**config.mk**
```make
export PLATFORM = sky130hd
export DESIGN_NAME = csc_regs
export DESIGN_NICKNAME = d
export VERILOG_FILES = /design/src/include/csc_pkg.sv /design/src/design/csc_regs.sv
export SDC_FILE = /design/constraint.sdc
export NUM_CORES = 1
export LEC_CHECK = 0
export BUFFER_PORTS_ARGS = -buffer_cell sky130_fd_sc_hd__buf_2
export CAP_MARGIN = 20
export CORE_UTILIZATION = 30
export CTS_BUF_LIST = sky130_fd_sc_hd__clkbuf_4
export DETAILED_ROUTE_END_ITERATION = 16
export PLACE_DENSITY = 0.6
export SETUP_SLACK_MARGIN = 0.15
export SYNTH_ARGS = -nofsm -noshare
export SYNTH_HDL_FRONTEND = slang
export SYNTH_SLANG_ARGS = --single-unit
export TNS_END_PERCENT = 1
```
**constraint.sdc**
```tcl
create_clock -name clock -period 2.8 [get_ports clock]
set_input_delay 0.56 -clock clock [delete_from_list [all_inputs] [get_ports clock]]
set_output_delay 0.56 -clock clock [all_outputs]
set_load 0.005 [all_outputs]
```
**src/include/csc_pkg.sv**
```systemverilog
// Purpose: Shared constants and types for the charger register bank
// Assumes: 8-bit registers on a byte-wide register port
// Notes: Offsets are the register addresses of the serial interface
package csc_pkg;
    // ************************************************************
    // Register addresses
    // ************************************************************
    localparam logic [7:0] ADDR_EVENT_FLAGS = 8'h02;
    localparam logic [7:0] ADDR_CHG_STATUS = 8'h03;
    localparam logic [7:0] ADDR_TIMER_CTRL = 8'h04;
    localparam logic [7:0] ADDR_VOLT_SEL = 8'h05;
    localparam logic [7:0] ADDR_SINK_CTRL = 8'h06;

    // ************************************************************
    // Values after reset or undervoltage lockout
    // ************************************************************
    localparam logic [7:0] RST_EVENT_FLAGS = 8'h00;
    localparam logic [7:0] RST_TIMER_CTRL = 8'h31;
    localparam logic [7:0] RST_VOLT_SEL = 8'hE0;
    localparam logic [7:0] RST_SINK_CTRL = 8'h64;

    // ************************************************************
    // Writable bits per register; the rest are read-only or reserved
    // ************************************************************
    localparam logic [7:0] WMASK_EVENT_FLAGS = 8'hE0;
    localparam logic [7:0] WMASK_TIMER_CTRL = 8'hFF;
    localparam logic [7:0] WMASK_VOLT_SEL = 8'hF0;
    localparam logic [7:0] WMASK_SINK_CTRL = 8'hFD;

    // ************************************************************
    // Field positions
    // ************************************************************
    localparam int EV_MASK_INPUT = 7;
    localparam int EV_MASK_TOUCH = 6;
    localparam int EV_MASK_PB = 5;
    localparam int EV_TOUCH = 3;
    localparam int EV_PB = 2;
    localparam int EV_APPLIED = 1;
    localparam int EV_REMOVED = 0;
    localparam int TC_TIMER_SEL_HI = 7;
    localparam int TC_TIMER_SEL_LO = 6;
    localparam int TC_SAFETY_EN = 5;
    localparam int TC_SENSOR_TYPE = 4;
    localparam int TC_CHG_RESET = 3;
    localparam int TC_TERM_DIS = 2;
    localparam int TC_SUSPEND = 1;
    localparam int TC_CHG_EN = 0;
    localparam int VS_DYN_TIMER = 7;
    localparam int VS_PRECHG_HI = 6;
    localparam int VS_CHG_V_HI = 5;
    localparam int VS_CHG_V_LO = 4;
    localparam int SC_SINK_DIS_AC = 7;
    localparam int SC_PATH_TH_HI = 6;
    localparam int SC_PATH_TH_LO = 5;
    localparam int SC_PRECHG_LONG = 4;
    localparam int SC_TERM_F_HI = 3;
    localparam int SC_TERM_F_LO = 2;
    localparam int SC_CHG_ACTIVE = 1;
    localparam int SC_SINK_DIS_USB = 0;

    // ************************************************************
    // Timing
    // ************************************************************
    localparam int CLK_HZ = 10_000_000;
    localparam int TIMER_TICK_HZ = 1;
    localparam int TIMER_TICK_CYCLES = CLK_HZ / TIMER_TICK_HZ;
    // Timeouts in minutes; fast ones indexed by the timer select field, precharge picked by the long precharge bit
    localparam logic [9:0] FAST_TIMEOUT_MIN_0 = 10'd240;
    localparam logic [9:0] FAST_TIMEOUT_MIN_1 = 10'd300;
    localparam logic [9:0] FAST_TIMEOUT_MIN_2 = 10'd360;
    localparam logic [9:0] FAST_TIMEOUT_MIN_3 = 10'd480;
    localparam logic [9:0] PRECHG_TIMEOUT_SHORT_MIN = 10'd30;
    localparam logic [9:0] PRECHG_TIMEOUT_LONG_MIN = 10'd60;

    // ************************************************************
    // Live charger state reported by the analog loops
    // ************************************************************
    typedef struct packed {
        logic thermal_regulation;
        logic path_power_loop_active;
        logic thermal_suspend;
        logic term_current_reached;
        logic charge_timeout;
        logic precharge_timeout;
        logic battery_thermistor_error;
        logic charger_active;
    } csc_status_t;

    // Configuration driven to the charger core
    typedef struct packed {
        logic charger_enable;
        logic termination_allowed;
        logic sensor_type;
        logic precharge_high_level;
        logic [1:0] charge_voltage_sel;
        logic [1:0] path_power_threshold_sel;
        logic [1:0] term_current_factor_sel;
        logic [9:0] fast_timeout_min;
        logic [9:0] precharge_timeout_min;
    } csc_config_t;
endpackage

```
**src/design/csc_regs.sv**
```systemverilog
// Purpose: Charger configuration, status and event flag register bank
// Assumes: Register port driven by the serial protocol engine
// Notes: Undervoltage lockout reloads every register like reset
`timescale 1ns/1ps

module csc_regs
    import csc_pkg::*;
#(
    parameter int TICK_CYCLES = TIMER_TICK_CYCLES,
    parameter bit PB_ACTIVE_HIGH = 1'b0
) (
    input wire logic clock,
    input wire logic rst,
    input wire logic undervoltage_lockout,
    // Register port
    input wire logic [7:0] reg_addr,
    input wire logic reg_wr,
    input wire logic [7:0] reg_wdata,
    input wire logic reg_rd,
    output logic [7:0] reg_rdata,
    output logic reg_rvalid,
    // Event sources
    input wire logic pushbutton_input,
    input wire logic touch_panel_unit_touch,
    input wire logic ac_present,
    input wire logic usb_present,
    input wire csc_status_t charger_status_in,
    // Interrupt pin, open drain, active low
    output logic int_n_out,
    output logic int_n_oe,
    // Charger core controls
    output csc_config_t charger_config,
    output logic charger_restart,
    output logic timer_count_tick,
    output logic timer_clear,
    output logic sink_ac_enable,
    output logic sink_usb_enable
);

    // ************************************************************
    // Register storage
    // ************************************************************
    logic [7:0] event_r;
    logic [7:0] timer_ctrl_r;
    logic [7:0] volt_sel_r;
    logic [7:0] sink_ctrl_r;
    logic ac_d_r;
    logic usb_d_r;
    logic [7:0] rd_value;
    logic reload;
    logic wr_event;
    logic wr_timer;
    logic wr_volt;
    logic wr_sink;
    logic rd_event_clear;
    logic pb_active;
    logic touch_set;
    logic pb_set;
    logic applied_set;
    logic removed_set;

    assign reload = rst | undervoltage_lockout;
    assign wr_event = reg_wr && (reg_addr == ADDR_EVENT_FLAGS);
    assign wr_timer = reg_wr && (reg_addr == ADDR_TIMER_CTRL);
    assign wr_volt = reg_wr && (reg_addr == ADDR_VOLT_SEL);
    assign wr_sink = reg_wr && (reg_addr == ADDR_SINK_CTRL);
    assign rd_event_clear = reg_rd && (reg_addr == ADDR_EVENT_FLAGS);

    // Merge a write into a register, keeping read-only bits
    function automatic logic [7:0] merge_write(
        input logic [7:0] old_value,
        input logic [7:0] wdata,
        input logic [7:0] wmask
    );
        merge_write = (old_value & ~wmask) | (wdata & wmask);
    endfunction

    // ************************************************************
    // Event detection
    // ************************************************************
    assign pb_active = PB_ACTIVE_HIGH ? pushbutton_input
                                      : ~pushbutton_input;
    assign touch_set = touch_panel_unit_touch;
    assign pb_set = pb_active;
    assign applied_set = (ac_present & ~ac_d_r)
                       | (usb_present & ~usb_d_r);
    assign removed_set = (~ac_present & ac_d_r)
                       | (~usb_present & usb_d_r);

    always_ff @(posedge clock) begin
        if (reload) begin
            ac_d_r <= 1'b0;
            usb_d_r <= 1'b0;
        end else begin
            ac_d_r <= ac_present;
            usb_d_r <= usb_present;
        end
    end

    // ************************************************************
    // Event flags and masks
    // ************************************************************
    // A read clears the flags it returned; a set in the same cycle wins
    always_ff @(posedge clock) begin
        if (reload) begin
            event_r <= RST_EVENT_FLAGS;
        end else begin
            if (wr_event) begin
                event_r[7:5] <= reg_wdata[7:5];
            end
            event_r[4] <= 1'b0;
            event_r[EV_TOUCH] <= touch_set
                | (event_r[EV_TOUCH] & ~rd_event_clear);
            event_r[EV_PB] <= pb_set
                | (event_r[EV_PB] & ~rd_event_clear);
            event_r[EV_APPLIED] <= applied_set
                | (event_r[EV_APPLIED] & ~rd_event_clear);
            event_r[EV_REMOVED] <= removed_set
                | (event_r[EV_REMOVED] & ~rd_event_clear);
        end
    end

    // ************************************************************
    // Interrupt pin
    // ************************************************************
    // Pin only ever pulls low; the enable carries the level
    always_ff @(posedge clock) begin
        if (reload) begin
            int_n_out <= 1'b0;
            int_n_oe <= 1'b0;
        end else begin
            int_n_out <= 1'b0;
            int_n_oe <= (event_r[EV_MASK_PB] & event_r[EV_PB])
                | (event_r[EV_MASK_INPUT]
                   & (event_r[EV_APPLIED] | event_r[EV_REMOVED]))
                | (event_r[EV_MASK_TOUCH] & event_r[EV_TOUCH]);
        end
    end

    // ************************************************************
    // Configuration registers
    // ************************************************************
    always_ff @(posedge clock) begin
        if (reload) begin
            timer_ctrl_r <= RST_TIMER_CTRL;
        end else if (wr_timer) begin
            timer_ctrl_r <= merge_write(timer_ctrl_r, reg_wdata,
                                        WMASK_TIMER_CTRL);
        end
    end

    always_ff @(posedge clock) begin
        if (reload) begin
            volt_sel_r <= RST_VOLT_SEL;
        end else if (wr_volt) begin
            volt_sel_r <= merge_write(volt_sel_r, reg_wdata,
                                      WMASK_VOLT_SEL);
        end
    end

    // Charger-active bit is live status, never stored
    always_ff @(posedge clock) begin
        if (reload) begin
            sink_ctrl_r <= RST_SINK_CTRL & WMASK_SINK_CTRL;
        end else if (wr_sink) begin
            sink_ctrl_r <= merge_write(sink_ctrl_r, reg_wdata,
                                       WMASK_SINK_CTRL) & WMASK_SINK_CTRL;
        end
    end

    // ************************************************************
    // Read path
    // ************************************************************
    always_comb begin
        rd_value = 8'h00;
        unique case (reg_addr)
            ADDR_EVENT_FLAGS: rd_value = event_r;
            ADDR_CHG_STATUS: begin
                rd_value[7] = charger_status_in.thermal_regulation;
                rd_value[6] = charger_status_in.path_power_loop_active;
                rd_value[5] = charger_status_in.thermal_suspend;
                rd_value[4] = charger_status_in.term_current_reached;
                rd_value[3] = 1'b0;
                rd_value[2] = charger_status_in.charge_timeout;
                rd_value[1] = charger_status_in.precharge_timeout;
                rd_value[0] =
                    charger_status_in.battery_thermistor_error;
            end
            ADDR_TIMER_CTRL: rd_value = timer_ctrl_r;
            ADDR_VOLT_SEL: rd_value = volt_sel_r & WMASK_VOLT_SEL;
            ADDR_SINK_CTRL: begin
                rd_value = sink_ctrl_r;
                rd_value[SC_CHG_ACTIVE] = charger_status_in.charger_active;
            end
            default: rd_value = 8'h00;
        endcase
    end

    always_ff @(posedge clock) begin
        if (reload) begin
            reg_rdata <= 8'h00;
            reg_rvalid <= 1'b0;
        end else begin
            reg_rvalid <= reg_rd;
            if (reg_rd) begin
                reg_rdata <= rd_value;
            end
        end
    end

    // ************************************************************
    // Decoded charger configuration
    // ************************************************************
    function automatic logic [9:0] fast_timeout(input logic [1:0] sel);
        unique case (sel)
            2'h0: fast_timeout = FAST_TIMEOUT_MIN_0;
            2'h1: fast_timeout = FAST_TIMEOUT_MIN_1;
            2'h2: fast_timeout = FAST_TIMEOUT_MIN_2;
            2'h3: fast_timeout = FAST_TIMEOUT_MIN_3;
        endcase
    endfunction

    always_ff @(posedge clock) begin
        if (reload) begin
            charger_config <= '0;
        end else begin
            // Toggling enable alone never pulses the restart
            charger_config.charger_enable <= timer_ctrl_r[TC_CHG_EN];
            charger_config.termination_allowed <=
                ~timer_ctrl_r[TC_TERM_DIS];
            charger_config.sensor_type <= timer_ctrl_r[TC_SENSOR_TYPE];
            charger_config.precharge_high_level <=
                volt_sel_r[VS_PRECHG_HI];
            charger_config.charge_voltage_sel <=
                volt_sel_r[VS_CHG_V_HI:VS_CHG_V_LO];
            charger_config.path_power_threshold_sel <=
                sink_ctrl_r[SC_PATH_TH_HI:SC_PATH_TH_LO];
            charger_config.term_current_factor_sel <=
                sink_ctrl_r[SC_TERM_F_HI:SC_TERM_F_LO];
            charger_config.fast_timeout_min <= fast_timeout(
                timer_ctrl_r[TC_TIMER_SEL_HI:TC_TIMER_SEL_LO]);
            charger_config.precharge_timeout_min <=
                sink_ctrl_r[SC_PRECHG_LONG] ? PRECHG_TIMEOUT_LONG_MIN
                                            : PRECHG_TIMEOUT_SHORT_MIN;
        end
    end

    // ************************************************************
    // Charger restart on set-then-clear of the reset bit
    // ************************************************************
    logic chg_reset_d_r;

    always_ff @(posedge clock) begin
        if (reload) begin
            chg_reset_d_r <= 1'b0;
            charger_restart <= 1'b0;
        end else begin
            chg_reset_d_r <= timer_ctrl_r[TC_CHG_RESET];
            charger_restart <= chg_reset_d_r
                & ~timer_ctrl_r[TC_CHG_RESET];
        end
    end

    // ************************************************************
    // Safety timer time base
    // ************************************************************
    // Counter is wide enough for the full default period
    logic [23:0] tick_cnt_r;
    logic tick_nominal;
    logic half_phase_r;
    logic slow_rate;
    logic timers_run;
    logic both_removed;

    assign tick_nominal =
        (tick_cnt_r == 24'(TICK_CYCLES - 1));
    assign slow_rate = volt_sel_r[VS_DYN_TIMER]
        & (charger_status_in.thermal_regulation
           | charger_status_in.path_power_loop_active);
    assign timers_run = timer_ctrl_r[TC_SAFETY_EN]
        & ~timer_ctrl_r[TC_SUSPEND];
    assign both_removed = ~ac_present & ~usb_present;

    always_ff @(posedge clock) begin
        if (reload || tick_nominal) begin
            tick_cnt_r <= 24'h000000;
        end else begin
            tick_cnt_r <= tick_cnt_r + 24'h000001;
        end
    end

    always_ff @(posedge clock) begin
        if (reload) begin
            half_phase_r <= 1'b0;
        end else if (tick_nominal) begin
            half_phase_r <= ~half_phase_r;
        end
    end

    always_ff @(posedge clock) begin
        if (reload) begin
            timer_count_tick <= 1'b0;
            timer_clear <= 1'b0;
        end else begin
            timer_count_tick <= tick_nominal & timers_run & ~both_removed
                & (~slow_rate | half_phase_r);
            timer_clear <= both_removed;
        end
    end

    // ************************************************************
    // Input pull-down sinks
    // ************************************************************
    always_ff @(posedge clock) begin
        if (reload) begin
            sink_ac_enable <= 1'b0;
            sink_usb_enable <= 1'b0;
        end else begin
            sink_ac_enable <= ~sink_ctrl_r[SC_SINK_DIS_AC]
                & ~ac_present;
            sink_usb_enable <= ~sink_ctrl_r[SC_SINK_DIS_USB]
                & ~usb_present;
        end
    end

endmodule

```
==> impl_metrics.yaml <==
run_status:
  status: "complete, no violations"
synthesis:
  netlist-cell-type-count: 46
  syn_avg_cell_area_sq_um: 9.24
  synth_top_area_share_pct: 47.9
  synth.most_common_cell: "dfxtp_1"
  synth_area_sq_um: 3680
  seq_area_frac_synth_pct: 47.9
  synth-edff-count: 0
  synth-main-ff-cell: "dfxtp_1"
  synth-seq-cells: 88
  synthCells: 398
  yosysTopAreaCell: "dfxtp_1"
  async_flop_share_pct: 0
  synth_area_leaders: "dfxtp_1, nor2_1, nand3_1, a21oi_1, buf_4"
  yosys_warnings: 0
  netlist_top_cells_count: "dfxtp_1, nor2_1, nand2_1"
layout:
  final_util_pct: 35.4
  syn_to_final_growth_pct: 15.1
  antennaDiodeCount: 0
  nNetsFinal: 496
  drive_gt1_share_pct: 22.4
  fin_cells: 611
  fillers: 1235
sta:
  relSlewSlack_pct: 51.8
  finalCritPeriodShare_pct: 70.1
  final-setup-viol-count: 0
  fin_hold_ws_ns: 0.279
  skew_ns: 0.0199
  max_freq_mhz: 509
  fin_crit_ns: 1.96
  finalSetupTns_ns: 0
  worstMarginPinSlew_ns: 0.717
  rsz0062_at_grt: "false"
  hold_viol: 0
  fin_ws_ns: 0.837
  slew_violations: 0
job:
  maxCapViolCount: 0
clocking:
  cts_num_sinks: 88
  ctsLongestPathBuffers: 2
  cts_tree: "built"
  cts_root_buf: "clkbuf_4"
  htreeDepth: 3
  cts_setup_buffers: 0
  clk_latency_ns: 0.45
  cts.reportedPaths.clkPinSlew_ns: 0.15
  cts_made_buffers: 9
  cts_resized: 0
  cts_hold_buf: 0
power:
  power_density_nw_per_um2: 508
  internal_power_mw: 1.60
  vdd_drop_max_uv: 175
  p_leak_nw: 1.65
  sw_frac_of_total_pct: 25.5
  power_switching_mw: 0.549
  p_clk_share_pct: 33.7
  combPwrFrac_pct: 6.9
  seq_power_share_pct: 59.4
critical_path:
  rr_endpoint: "tick_cnt_r[21]$_SDFF_PP0_"
  worst-setup-path-type: "flop to flop"
  rrSetupSlack_ns: 0.84
  critical_path.slowest_cell: "or4_1"
  required_ns: 3.20
  worst_setup_path_end_kind: "flop"
  r2r-start: "tick_cnt_r[5]$_SDFF_PP0_"
  start_kind: "flop"
  slowest_delay_ns: 0.60
  r2r_cells: 4
  critPathTopFamily: "simple AND/OR/NAND/NOR gates"
  cp_num_buf_inv: 0
  cp_max_fo: 12
  worstPathCellList: "and4_1, nand4_1, or4_1, a21oi_1"
  critPathArrivalTime_ns: 2.36
detailed_routing:
  wire_per_inst_um: 13.9
  wl_mm: 8.47
  vias: 3042
  drcViolationCount: 0
  drt_iter0_drc: 192
  ant_nets: 0
  viasPerCell: 4.98
  firstDrtPassIters: 4
floorplan:
  dieHeight_um: 113
  num_rows: 40
  die_w_um: 113
  core_sq_um: 12000
  initial_core_util_pct: 30.7
  die_area_sq_um: 12700
  pin_count: 79
min_path:
  whs_path_depth: 2
  worstHoldStart: "pushbutton_input"
  hold_class: "primary input to flop"
  hold_end: "event_r[2]$_SDFF_PP0_"
placement:
  gp_congestion: 0.825
  dp_hpwl_mm: 6.07
  placed_cells: 595
  portBuffers: 69
  place_ws_ns: 0.523
global_routing:
  track_usage_pct: 14.1
  grt_pass1_vias: 2883
  grt_max_degree: 33
  overflow: 0
  grt_pass1_wl_mm: 14.1
  antenna_found_initial: 1
-- registers in the layout (all words and copies together) (netlist names), 4 cells and up --
signal          cells
sink_ctrl_r         7
volt_sel_r          4
charger_config     19
tick_cnt_r         24
event_r             7
timer_ctrl_r        8
reg_rdata           8
-- cell families after synthesis --
| group | after synthesis | share of synthesized area, % |
|---|---|---|
| compound gates | 72 | 12.1 |
| buf+inv | 44 | 6.26 |
| flops | 88 | 47.9 |
| simple gates | 160 | 24.6 |
| fa+ha+maj | 4 | 1.36 |
| xor+xnor | 13 | 3.10 |
| other cells | 1 | 0.102 |
| mux | 16 | 4.56 |
-- through the flow --
step	area [sq um]	total power [mW]
2_1_floorplan	3710	1.40
3_3_place_gp	4090	1.45
3_5_place_dp	4090	1.45
4_1_cts	4230	2.18
5_1_grt	4230	2.25
6_report	4230	2.15
-- layout by cell type (no fill, tap or decap), types with 7 or more instances in the layout --
cell type	count
dfxtp_1	88
buf_2	69
nor2_1	33
nand2_1	26
nand3_1	22
a21oi_1	21
o21ai_0	21
and2_1	14
nor3_1	11
inv_1	10
mux2i_1	10
xor2_1	10
nand4_1	9
conb_1	9
clkbuf_4	9
a22oi_1	7
or3_1	7
-- layer usage --
metal | track usage [%] | up-vias | wire, um
li1 | - | 1507 | -
met1 | 17.8 | 1427 | 3990
met2 | 22.6 | 90 | 3870
met4 | 6.13 | 2 | 154
met3 | 3.70 | 16 | 449
met5 | 0 | - | 8
-- power by group through the flow --
| stage | Clock (mW) | Sequential [mW] | Combinational, mW |
|---|---|---|---|
| global placement | 0 | 1.30 | 0.146 |
| floorplan | 0 | 1.31 | 0.0938 |
| global route | 0.803 | 1.28 | 0.164 |
| finish | 0.725 | 1.28 | 0.148 |
| CTS | 0.752 | 1.28 | 0.148 |
| detailed placement | 0 | 1.30 | 0.147 |
-- final cells by class --
class | instances | area, sq um | area share, %
Clock buffer | 9 | 67.6 | 1.60
Clock inverter | 7 | 71.3 | 1.69
Inverter | 11 | 41.3 | 0.976
Multi-Input combinational cell | 274 | 1710 | 40.5
Sequential cell | 88 | 1760 | 41.6
Tap cell | 147 | 184 | 4.35
Timing Repair Buffer | 75 | 390 | 9.23
-- worst max-delay path by stage --
stage / start / endpoint / slack (ns) / cells past startpoint
final: tick_cnt_r[5]$_SDFF_PP0_ / tick_cnt_r[21]$_SDFF_PP0_ / 0.84 / 4
after global routing: tick_cnt_r[5]$_SDFF_PP0_ / tick_cnt_r[21]$_SDFF_PP0_ / 0.62 / 4
after CTS: tick_cnt_r[5]$_SDFF_PP0_ / tick_cnt_r[21]$_SDFF_PP0_ / 0.83 / 4
after detailed placement: reg_addr[4] / event_r[0]$_SDFF_PP0_ / 0.52 / 5
after global placement: reg_addr[4] / event_r[0]$_SDFF_PP0_ / 0.57 / 5
after floorplan: reg_addr[4] / event_r[0]$_SDFF_PP0_ / 0.66 / 5
No activity file was read; power rests on OpenSTA's default activity.
